`config.mk`:
```
export PLATFORM = sky130hd
export DESIGN_NAME = scs_clock_select
export DESIGN_NICKNAME = d
export VERILOG_FILES = /design/src/design/scs_pkg.sv /design/src/design/scs_mul_if.sv /design/src/design/scs_clock_multiplier.sv /design/src/design/scs_clock_select.sv
export SDC_FILE = /design/constraint.sdc
export NUM_CORES = 1
export LEC_CHECK = 0
export CAP_MARGIN = 20
export CORE_UTILIZATION = 63
export CTS_CLUSTER_DIAMETER = 80
export DETAILED_ROUTE_END_ITERATION = 8
export DONT_BUFFER_PORTS = 1
export PLACE_DENSITY = 0.85
export RECOVER_POWER = 50
export SETUP_SLACK_MARGIN = 0.5
export SLEW_MARGIN = 20
export SYNTH_ARGS = -nofsm -noshare
export SYNTH_HDL_FRONTEND = slang
export SYNTH_SLANG_ARGS = --single-unit
```
`constraint.sdc`:
```
create_clock -name clk -period 3.85 [get_ports clk]
set_input_delay 0.77 -clock clk [delete_from_list [all_inputs] [get_ports clk]]
set_output_delay 0.77 -clock clk [all_outputs]
set_load 0.1 [all_outputs]
```
`src/design/scs_pkg.sv`:
```
`default_nettype none
package scs_pkg;
  // register byte offsets on the apb bus
  localparam logic [7:0] SCS_OFF_SRC = 8'h00;
  localparam logic [7:0] SCS_OFF_INT = 8'h04;
  localparam logic [7:0] SCS_OFF_EXT = 8'h08;
  localparam logic [7:0] SCS_OFF_MUL = 8'h0C;

  // field positions
  localparam int SCS_SRC_LSB = 0;
  localparam int SCS_ACT_LSB = 4;
  localparam int SCS_INT_DIV_LSB = 0;
  localparam int SCS_INT_RDY_BIT = 4;
  localparam int SCS_INT_EN_BIT = 7;
  localparam int SCS_EXT_MODE_LSB = 0;
  localparam int SCS_EXT_PER_BIT = 2;
  localparam int SCS_EXT_VLD_BIT = 7;
  localparam int SCS_MUL_EXT_BIT = 0;
  localparam int SCS_MUL_X4_BIT = 1;
  localparam int SCS_MUL_DEN_LSB = 2;
  localparam int SCS_MUL_EN_BIT = 7;

  // values after reset, plus the multiplier den limit and the base added to den
  localparam logic SCS_INT_EN_RST = 1'b1;
  localparam logic [2:0] SCS_INT_DIV_RST = 3'h0;
  localparam logic [2:0] SCS_MUL_DEN_RST = 3'h0;
  localparam logic [2:0] SCS_MUL_DEN_MAX = 3'h5;
  localparam logic [2:0] SCS_MUL_DEN_BASE = 3'h2;

  // credit added per base tick for x2 and x4
  localparam logic [4:0] SCS_MUL_ADD_X2 = 5'h04;
  localparam logic [4:0] SCS_MUL_ADD_X4 = 5'h08;

  // source ticks a crystal needs before it counts as settled
  localparam int SCS_XTAL_SETTLE_TICKS = 1024;

  typedef enum logic [1:0] {SCS_SRC_INT, SCS_SRC_EXT, SCS_SRC_MUL, SCS_SRC_RSVD} scs_src_t;
  typedef enum logic [1:0] {SCS_EXT_OFF, SCS_EXT_RC, SCS_EXT_CAP, SCS_EXT_XTAL} scs_ext_mode_t;
endpackage : scs_pkg
`default_nettype wire

```
`src/design/scs_mul_if.sv`:
```
`default_nettype none
interface scs_mul_if;
  logic src_tick;
  logic times4;
  logic [2:0] den;
  logic out_tick;
  modport ctrl (output src_tick, output times4, output den, input out_tick);
  modport core (input src_tick, input times4, input den, output out_tick);
endinterface : scs_mul_if
`default_nettype wire

```
`src/design/scs_clock_multiplier.sv`:
```
`default_nettype none
module scs_clock_multiplier
  import scs_pkg::*;
#(
  parameter int ACC_W = 5
) (
  input wire logic clk,
  input wire logic reset_n,
  scs_mul_if.core mul
);
  if (ACC_W < 5) begin : g_chk
    $error("scs_clock_multiplier: ACC_W must be at least 5");
  end

  logic [ACC_W-1:0] acc_q;
  logic [ACC_W-1:0] acc_d;
  logic out_q;
  logic out_d;

  // credit per base tick, one output tick per den units of credit
  always_comb begin
    acc_d = acc_q;
    out_d = 1'b0;
    if (mul.src_tick) begin
      acc_d = acc_d + ACC_W'(mul.times4 ? SCS_MUL_ADD_X4 : SCS_MUL_ADD_X2);
    end
    if (acc_q >= ACC_W'(mul.den)) begin
      acc_d = acc_d - ACC_W'(mul.den);
      out_d = 1'b1;
    end
  end

  always_ff @(posedge clk) begin
    if (!reset_n) begin
      acc_q <= '0;
      out_q <= 1'b0;
    end else begin
      acc_q <= acc_d;
      out_q <= out_d;
    end
  end

  assign mul.out_tick = out_q;
endmodule : scs_clock_multiplier
`default_nettype wire

```
`src/design/scs_clock_select.sv`:
```
`default_nettype none
module scs_clock_select
  import scs_pkg::*;
#(
  parameter int ADDR_W = 8,
  parameter int XTAL_SETTLE = SCS_XTAL_SETTLE_TICKS
) (
  input wire logic clk,
  input wire logic reset_n,
  input wire logic psel,
  input wire logic penable,
  input wire logic pwrite,
  input wire logic [ADDR_W-1:0] paddr,
  input wire logic [31:0] pwdata,
  output logic [31:0] prdata,
  output logic pready,
  output logic pslverr,
  input wire logic int_osc_tick,
  input wire logic ext_osc_tick,
  output logic system_clock,
  output logic system_clock_tick,
  output logic ext_periph_tick,
  output logic crystal_valid_flag,
  output logic [1:0] active_source
);
  if (ADDR_W < 4 || ADDR_W > 32) begin : g_chk_addr
    $error("scs_clock_select: ADDR_W must be 4..32");
  end
  if (XTAL_SETTLE < 1 || XTAL_SETTLE > 65535) begin : g_chk_xtal
    $error("scs_clock_select: XTAL_SETTLE must be 1..65535");
  end

  localparam logic [15:0] XTAL_LAST = 16'(XTAL_SETTLE - 1);

  function automatic logic [6:0] div_mask(input logic [2:0] code);
    logic [7:0] one_hot;
    one_hot = 8'h01 << (3'h7 - code);
    return 7'(one_hot - 8'h01);
  endfunction : div_mask

  function automatic logic [7:0] word_addr(input logic [ADDR_W-1:0] a);
    return 8'({a[ADDR_W-1:2], 2'b00});
  endfunction : word_addr

  scs_src_t src_q, src_d, act_q, act_d;
  logic int_en_q, int_en_d;
  logic [2:0] int_div_q, int_div_d;
  scs_ext_mode_t ext_mode_q, ext_mode_d;
  logic per_en_q, per_en_d;
  logic mul_ext_q, mul_ext_d, mul_x4_q, mul_x4_d, mul_en_q, mul_en_d;
  logic [2:0] mul_den_q, mul_den_d;
  logic [6:0] div_cnt_q, div_cnt_d;
  logic [15:0] xtal_cnt_q, xtal_cnt_d;
  logic ext_rdy_q, ext_rdy_d;
  logic system_clock_q, system_clock_d, rise_q, rise_d, per_q, per_d;
  logic [31:0] prdata_q, prdata_d;

  logic wr, setup, mapped;
  logic int_tick, ext_tick, div_tick, sel_tick;
  logic [31:0] rd_word;
  scs_mul_if mul_bus ();

  assign setup = psel && !penable;
  assign wr = psel && penable && pwrite;
  assign int_tick = int_osc_tick && int_en_q;
  assign ext_tick = ext_osc_tick && (ext_mode_q != SCS_EXT_OFF);
  assign div_tick = int_tick && ((div_cnt_q & div_mask(int_div_q)) == div_mask(int_div_q));

  always_comb begin
    case (word_addr(paddr))
      SCS_OFF_SRC, SCS_OFF_INT, SCS_OFF_EXT, SCS_OFF_MUL: mapped = 1'b1;
      default: mapped = 1'b0;
    endcase
  end

  // multiplier base: internal or external, before the internal divider
  assign mul_bus.src_tick = mul_en_q && (mul_ext_q ? ext_tick : int_tick);
  assign mul_bus.times4 = mul_x4_q;
  assign mul_bus.den = mul_den_q + SCS_MUL_DEN_BASE;

  scs_clock_multiplier #(.ACC_W(5)) u_mult (
    .clk(clk),
    .reset_n(reset_n),
    .mul(mul_bus.core)
  );

  always_comb begin
    case (act_q)
      SCS_SRC_INT: sel_tick = div_tick;
      SCS_SRC_EXT: sel_tick = ext_tick;
      SCS_SRC_MUL: sel_tick = mul_bus.out_tick;
      default: sel_tick = 1'b0;
    endcase
  end

  // register file
  always_comb begin
    src_d = src_q;
    int_en_d = int_en_q;
    int_div_d = int_div_q;
    ext_mode_d = ext_mode_q;
    per_en_d = per_en_q;
    mul_ext_d = mul_ext_q;
    mul_x4_d = mul_x4_q;
    mul_den_d = mul_den_q;
    mul_en_d = mul_en_q;
    if (wr) begin
      case (word_addr(paddr))
        SCS_OFF_SRC: begin
          if (pwdata[SCS_SRC_LSB +: 2] != 2'b11) begin
            src_d = scs_src_t'(pwdata[SCS_SRC_LSB +: 2]);
          end
        end
        SCS_OFF_INT: begin
          int_en_d = pwdata[SCS_INT_EN_BIT];
          int_div_d = pwdata[SCS_INT_DIV_LSB +: 3];
        end
        SCS_OFF_EXT: begin
          ext_mode_d = scs_ext_mode_t'(pwdata[SCS_EXT_MODE_LSB +: 2]);
          per_en_d = pwdata[SCS_EXT_PER_BIT];
        end
        SCS_OFF_MUL: begin
          mul_ext_d = pwdata[SCS_MUL_EXT_BIT];
          mul_x4_d = pwdata[SCS_MUL_X4_BIT];
          mul_en_d = pwdata[SCS_MUL_EN_BIT];
          if (pwdata[SCS_MUL_DEN_LSB +: 3] <= SCS_MUL_DEN_MAX) begin
            mul_den_d = pwdata[SCS_MUL_DEN_LSB +: 3];
          end
        end
        default: begin
        end
      endcase
    end
  end

  always_ff @(posedge clk) begin
    if (!reset_n) begin
      src_q <= SCS_SRC_INT;
      int_en_q <= SCS_INT_EN_RST;
      int_div_q <= SCS_INT_DIV_RST;
      ext_mode_q <= SCS_EXT_OFF;
      per_en_q <= 1'b0;
      mul_ext_q <= 1'b0;
      mul_x4_q <= 1'b0;
      mul_den_q <= SCS_MUL_DEN_RST;
      mul_en_q <= 1'b0;
    end else begin
      src_q <= src_d;
      int_en_q <= int_en_d;
      int_div_q <= int_div_d;
      ext_mode_q <= ext_mode_d;
      per_en_q <= per_en_d;
      mul_ext_q <= mul_ext_d;
      mul_x4_q <= mul_x4_d;
      mul_den_q <= mul_den_d;
      mul_en_q <= mul_en_d;
    end
  end

  // oscillator state: divider, crystal settle, output clock, switching
  always_comb begin
    div_cnt_d = int_tick ? div_cnt_q + 7'h01 : div_cnt_q;
    xtal_cnt_d = xtal_cnt_q;
    ext_rdy_d = ext_rdy_q;
    case (ext_mode_q)
      SCS_EXT_RC, SCS_EXT_CAP: ext_rdy_d = 1'b1;
      SCS_EXT_XTAL: begin
        if (ext_osc_tick && !ext_rdy_q) begin
          if (xtal_cnt_q == XTAL_LAST) begin
            ext_rdy_d = 1'b1;
          end else begin
            xtal_cnt_d = xtal_cnt_q + 16'h0001;
          end
        end
      end
      default: begin
        ext_rdy_d = 1'b0;
        xtal_cnt_d = 16'h0000;
      end
    endcase
    if (ext_mode_d != ext_mode_q) begin
      ext_rdy_d = 1'b0;
      xtal_cnt_d = 16'h0000;
    end
    act_d = act_q;
    system_clock_d = system_clock_q;
    rise_d = 1'b0;
    if (sel_tick) begin
      system_clock_d = !system_clock_q;
      rise_d = !system_clock_q;
      // hand over only on a falling edge, so the high phase is whole
      if (system_clock_q && src_q != act_q) begin
        act_d = src_q;
      end
    end
    per_d = ext_osc_tick && per_en_q && ext_mode_q != SCS_EXT_OFF;
  end

  always_ff @(posedge clk) begin
    if (!reset_n) begin
      div_cnt_q <= 7'h00;
      xtal_cnt_q <= 16'h0000;
      ext_rdy_q <= 1'b0;
      act_q <= SCS_SRC_INT;
      system_clock_q <= 1'b0;
      rise_q <= 1'b0;
      per_q <= 1'b0;
    end else begin
      div_cnt_q <= div_cnt_d;
      xtal_cnt_q <= xtal_cnt_d;
      ext_rdy_q <= ext_rdy_d;
      act_q <= act_d;
      system_clock_q <= system_clock_d;
      rise_q <= rise_d;
      per_q <= per_d;
    end
  end

  // read data captured in the setup cycle, ready in the access cycle
  always_comb begin
    rd_word = 32'h0000_0000;
    case (word_addr(paddr))
      SCS_OFF_SRC: begin
        rd_word[SCS_SRC_LSB +: 2] = src_q;
        rd_word[SCS_ACT_LSB +: 2] = act_q;
      end
      SCS_OFF_INT: begin
        rd_word[SCS_INT_EN_BIT] = int_en_q;
        rd_word[SCS_INT_RDY_BIT] = int_en_q;
        rd_word[SCS_INT_DIV_LSB +: 3] = int_div_q;
      end
      SCS_OFF_EXT: begin
        rd_word[SCS_EXT_MODE_LSB +: 2] = ext_mode_q;
        rd_word[SCS_EXT_PER_BIT] = per_en_q;
        rd_word[SCS_EXT_VLD_BIT] = ext_rdy_q;
      end
      SCS_OFF_MUL: begin
        rd_word[SCS_MUL_EXT_BIT] = mul_ext_q;
        rd_word[SCS_MUL_X4_BIT] = mul_x4_q;
        rd_word[SCS_MUL_DEN_LSB +: 3] = mul_den_q;
        rd_word[SCS_MUL_EN_BIT] = mul_en_q;
      end
      default: rd_word = 32'h0000_0000;
    endcase
    prdata_d = setup ? rd_word : prdata_q;
  end

  always_ff @(posedge clk) begin
    if (!reset_n) begin
      prdata_q <= 32'h0000_0000;
    end else begin
      prdata_q <= prdata_d;
    end
  end

  assign prdata = prdata_q;
  assign pready = 1'b1;
  assign pslverr = psel && penable && !mapped;
  assign system_clock = system_clock_q;
  assign system_clock_tick = rise_q;
  assign ext_periph_tick = per_q;
  assign crystal_valid_flag = ext_rdy_q;
  assign active_source = act_q;
endmodule : scs_clock_select
`default_nettype wire

```
== After elaboration in Yosys (flattened, before gate mapping) ==
Cells that the tools add are included.

* Mux-type cells: 21
* Shift operators: 1
* Reduce and logical (&&, ||, !) cells: 31
* Eq/ne operators: 16
* Bitwise operators: 3
* Add/sub/neg operators: 7
* Order comparisons: 2

{| class="wikitable"
|+ Operator list
! operator !! count
|-
| two-way mux 16 bit || 2
|-
| case mux 16 bit (2 select lines) || 1
|-
| adder 16 x 1 -> 16 bit, second input constant || 1
|-
| == test 16 x 10 -> 1 bit, second input constant || 1
|-
| == test 6 x 2 -> 1 bit, second input constant || 2
|-
| logical AND 1 bit || 12
|-
| case mux 1 bit (3 select lines) || 4
|-
| AND reduction 2 bit || 6
|-
| two-way mux 5 bit || 2
|-
| AND reduction 3 bit || 3
|-
| inequality test 2 bit, second input constant || 4
|-
| case mux 2 bit (4 select lines) || 1
|-
| adder 7 x 1 -> 7 bit, second input constant || 1
|-
| bitwise AND 7 bit || 1
|-
| == test 7 bit || 1
|-
| two-way mux 1 bit || 7
|-
| left shift 1 x 3 -> 7 bit, first input constant || 1
|-
| subtractor 7 x 1 -> 7 bit, second input constant || 1
|-
| == test 2 bit, second input constant || 3
|-
| == test 6 x 1 -> 1 bit, second input constant || 1
|-
| zero test 6 bit || 1
|-
| adder 5 bit || 1
|-
| greater-or-equal comparator 5 x 3 -> 1 bit || 1
|-
| subtractor 5 x 3 -> 5 bit || 1
|-
| 14 further kinds || 22
|}

* Output and inout bits: 40
* Bits in registers: 57

== Depth between registers and ports, before layout ==
* Word-level depth: 8
* Gate-level depth with buffers: 9
* Mapped depth without buffers: 9

== Cells and area by module ==
Synthesis repeated with hierarchy kept, for this count alone.

* Cells, all modules: 386
* Area total of the unflattened synthesis: 3397.0 um^2

{| class="wikitable"
|+ By module, submodules not included
! module !! cells an instance !! instances !! seq. area each (um^2) !! area an instance (um^2)
|-
| scs_clock_select || 337 || 1 || 1021.0 || 2944.1
|-
| scs_clock_multiplier || 49 || 1 || 120.1 || 452.9
|}

== Least setup slack after synthesis ==
Ideal clock, no wire load.

* Path kind: input port to output port
* Start point: in paddr[5]
* End point: out pslverr
* Required time: 3.080 ns
* Path slack: 1.236 ns
* Path buffers: 0
* Stages on the path: 2
* Arrival: 1.844 ns
* Cells stage by stage: or4_1 > and3_1

* Cells in the longest elaborated chain, start to end: 5
* Elaborated cells on any way between the ends: 8
* Classes of those cells: eq/ne: 3; mux: 1; reduce/logical: 4

{| class="wikitable"
|+ RTL lines
! what !! RTL line !! source
|-
| from (decl) || scs_clock_select.sv:13 || <nowiki>input wire logic [ADDR_W-1:0] paddr,</nowiki>
|-
| == test 6 x 2 -> 1 bit, or another cell as far along || scs_clock_select.sv:70 || <nowiki>case (word_addr(paddr))</nowiki>
|-
| OR reduction 4 bit * || scs_clock_select.sv:70 ||
|-
| two-way mux 1 bit * || scs_clock_select.sv:70 ||
|-
| zero test 1 bit * || scs_clock_select.sv:258 || <nowiki>assign pslverr = psel && penable && !mapped;</nowiki>
|-
| logical AND 1 bit * || scs_clock_select.sv:258 ||
|-
| to (decl) || scs_clock_select.sv:17 || <nowiki>output logic pslverr,</nowiki>
|}

Every way passes the cells marked *; elsewhere a longest branch is shown, timed or not.

== Final worst setup path ==
Ends and elaborated chain as after synthesis.

==> results by group <==
Critical path
  • CP Max Fanout: 3
  • Worst path bufs/invs: 0
  • CP required: 3.08 ns
  • Critical path capture point type: output port
  • Slowest stage cell, crit path: or4_1
  • CP Launch Type: primary input
  • WP data arrival: 1.97 ns
  • Critical-path cell list: or4_1, and3_1
  • Reg2reg start: ext_mode_q[0]$_SDFF_PN0_
  • Crit path max-delay family: simple AND/OR/NAND/NOR gates
  • Crit path kind: primary input to output port
  • Critical Path Max Stage Delay: 0.62 ns
  • Crit path from: paddr[5]

Detailed routing
  • Vias/cell: 6.09
  • Vias: 2611
  • DR iter-0 viols: 156
  • Routed Antenna Nets: 0
  • DRC: 0
  • Drt pass-1 iters: 5
  • Routed WL per cell: 15.6 µm
  • Drt total wl: 6.70 mm

Synthesis
  • Synthesized area: 3230 µm²
  • Yosys cell types: 59
  • Synth Instances: 365
  • Asr flop ratio synth: 0%
  • Synth Register Bits: 57
  • Yosys warnings: 0
  • Syn avg cell area: 8.84 µm²
  • Number of flops mapped to enable cells by yosys: 0
  • Top FF cell, synth: dfxtp_1
  • Sequential fraction of the synthesis area: 35.4%

Clocking
  • Post-CTS Repair Setup Buffers: 0
  • Clock buffer depth: 2
  • Total clock sinks: 57
  • Clock Tree Root: clkbuf_8
  • Cts bufs inserted: 9
  • Clock transition at path regs: 0.06 ns
  • H-tree depth: 3
  • TritonCTS clock tree: yes
  • # hold bufs at CTS: 0
  • Post_cts resized: 0
  • Clock latency on the worst-skew pair: 0.33 ns

Timing
  • Unrepaired setup endpoints after global routing: false
  • Worst Tran Pin Value: 1.16 ns
  • Slew Viols, Final: 0
  • Setup Skew: 0.00483 ns
  • Relative slew slack: 22.7%
  • Final setup TNS: 0 ns
  • Post-route minimum period: 2.74 ns
  • Hold Vio Cnt, Final: 0
  • Final hold slack: 0.497 ns
  • Final setup viols: 0
  • Max Clock Freq: 365 MHz
  • Fin crit share: 71.2%

GRT
  • Gr ovfl total: 0
  • Most Crowded Layer GR: met2
  • First-pass GRT wire length: 11.1 mm
  • Largest net degree at the start of global routing: 35
  • GR Util met3: 10.7%
  • Tot GR Track Use: 27.4%
  • Vias in the first global route: 2419
  • Grt met1 use: 33.2%
  • Met2 Use GR: 44.6%
  • Initial antenna violation count: 0

Cells and area
  • Final #Nets: 419
  • Diode count: 0
  • Area Overhead vs Synth: 1.55%
  • Layout cells sized above 1: 7.18%
  • Post-Layout Cell Count: 429

Placement
  • GP Congestion: 0.825
  • # port buffers: 0
  • DP HPWL: 4.66 mm
  • Cell count after placement: 416

Pwr
  • Power, Total: 1.41 mW
  • Max rail drop VDD: 0.357 mV
  • PD cells: 431 nW/µm²
  • Pleak: 1.32 nW

Floorplan
  • # rows: 25
  • Die area: 5410 µm²
  • Starting density of the core: 67.0%
  • Die W: 73.6 µm
  • I/O Pins: 87
  • Core Area: 4820 µm²
  • Die H: 73.6 µm

Hold path
  • Hold WC Path Type: flip-flop to flip-flop
  • Hold path start: u_mult.acc_q[0]$_SDFFE_PN0N_

Outcome
  • Status: finished, final reports clean

Job
  • Max-cap violation count: 0
-- final cells by class --
cell class	instances	area (µm²)
Tap cell	67	83.8
Fill cell	408	1540
Inverter	13	48.8
Multi-Input combinational cell	276	1840
Timing Repair Buffer	3	15.0
Sequential cell	57	1140
Clock inverter	1	5.00
Clock buffer	12	145
-- routing by layer --
| metal | up-vias | wire length (µm) |
|---|---|---|
| met5 | - | 0 |
| met2 | 111 | 3230 |
| met4 | 0 | 114 |
| li1 | 1245 | - |
| met1 | 1241 | 2880 |
| met3 | 14 | 474 |
-- metrics by stage --
| step | area, µm² | utilization, % | worst slack, ns |
|---|---|---|---|
| after global placement | 3140 | 65.2 | 1.13 |
| after detailed placement | 3140 | 65.2 | 1.12 |
| final | 3280 | 68.0 | 1.11 |
| after floorplan | 3320 | - | 1.24 |
| after global routing | 3280 | 68.0 | 1.08 |
| after CTS | 3290 | 68.4 | 1.11 |
-- cells by family (layout without fill, tap and decap cells) --
group,count (synthesis),count (layout),synth area share (%)
xor+xnor,18,18,4.89
other cells,2,26,0.233
flops,57,57,35.4
simple gates,135,135,21.3
compound gates,66,66,16.1
fa+ha+maj,12,12,5.12
buf+inv,56,29,10.2
mux,19,19,6.79
-- cells in the mapped netlist (4+ instances only) --
cell	count	share of area [%]
nor2_1	44	5.1
nor2b_1	4	0.78
xor2_1	14	3.8
nand3_1	13	2.0
nand2_1	26	3.0
and3_1	8	1.6
dfxtp_1	57	35
inv_1	12	1.4
a22o_1	4	1.1
o2111ai_1	8	2.2
ha_1	10	3.9
buf_2	4	0.62
buf_4	26	6.1
a22oi_1	5	1.2
or3_1	4	0.78
clkbuf_1	10	1.2
o21ai_0	7	1.1
mux2i_1	14	4.3
xnor2_1	4	1.1
nor3_1	5	0.78
a21oi_1	12	1.9
nand4_1	5	0.97
a2111o_1	7	2.4
-- layout by cell type, fill, tap and decap left out, types with 4 or more instances in the layout --
master	instances
dfxtp_1	57
nor2_1	44
nand2_1	26
conb_1	26
xor2_1	14
mux2i_1	14
nand3_1	13
inv_1	12
a21oi_1	12
ha_1	10
clkbuf_8	10
o21ai_0	8
and3_1	8
o2111ai_1	8
a2111o_1	7
nor3_1	5
a22oi_1	5
nand4_1	5
xnor2_1	4
a22o_1	4
nor2b_1	4
nor4_1	4
or3_1	4
clkbuf_1	4
-- registers in the layout (all words and copies together) (netlist names), 2 cells and up --
| name | count |
|---|---|
| ext_mode_q | 2 |
| xtal_cnt_q | 16 |
| u_mult.acc_q | 5 |
| mul_den_q | 3 |
| active_source | 2 |
| prdata | 7 |
| int_div_q | 3 |
| div_cnt_q | 7 |
| src_q | 2 |
-- where the power goes --
group	internal, mW	leakage, nW	switching (mW)
logic	0.0911	0.779	0.220
registers	0.618	0.461	0.0233
clock network	0.239	0.0782	0.221
-- final timing paths --
check	endpoint	slack, ns	cells past startpoint
max	pslverr	1.11	2
min	u_mult.acc_q[0]$_SDFFE_PN0N_	0.50	2
max reg2reg	u_mult.acc_q[4]$_SDFF_PN0_	1.27	9
min reg2reg	u_mult.acc_q[0]$_SDFFE_PN0N_	0.50	2
Power figures use the tool's default switching activity.
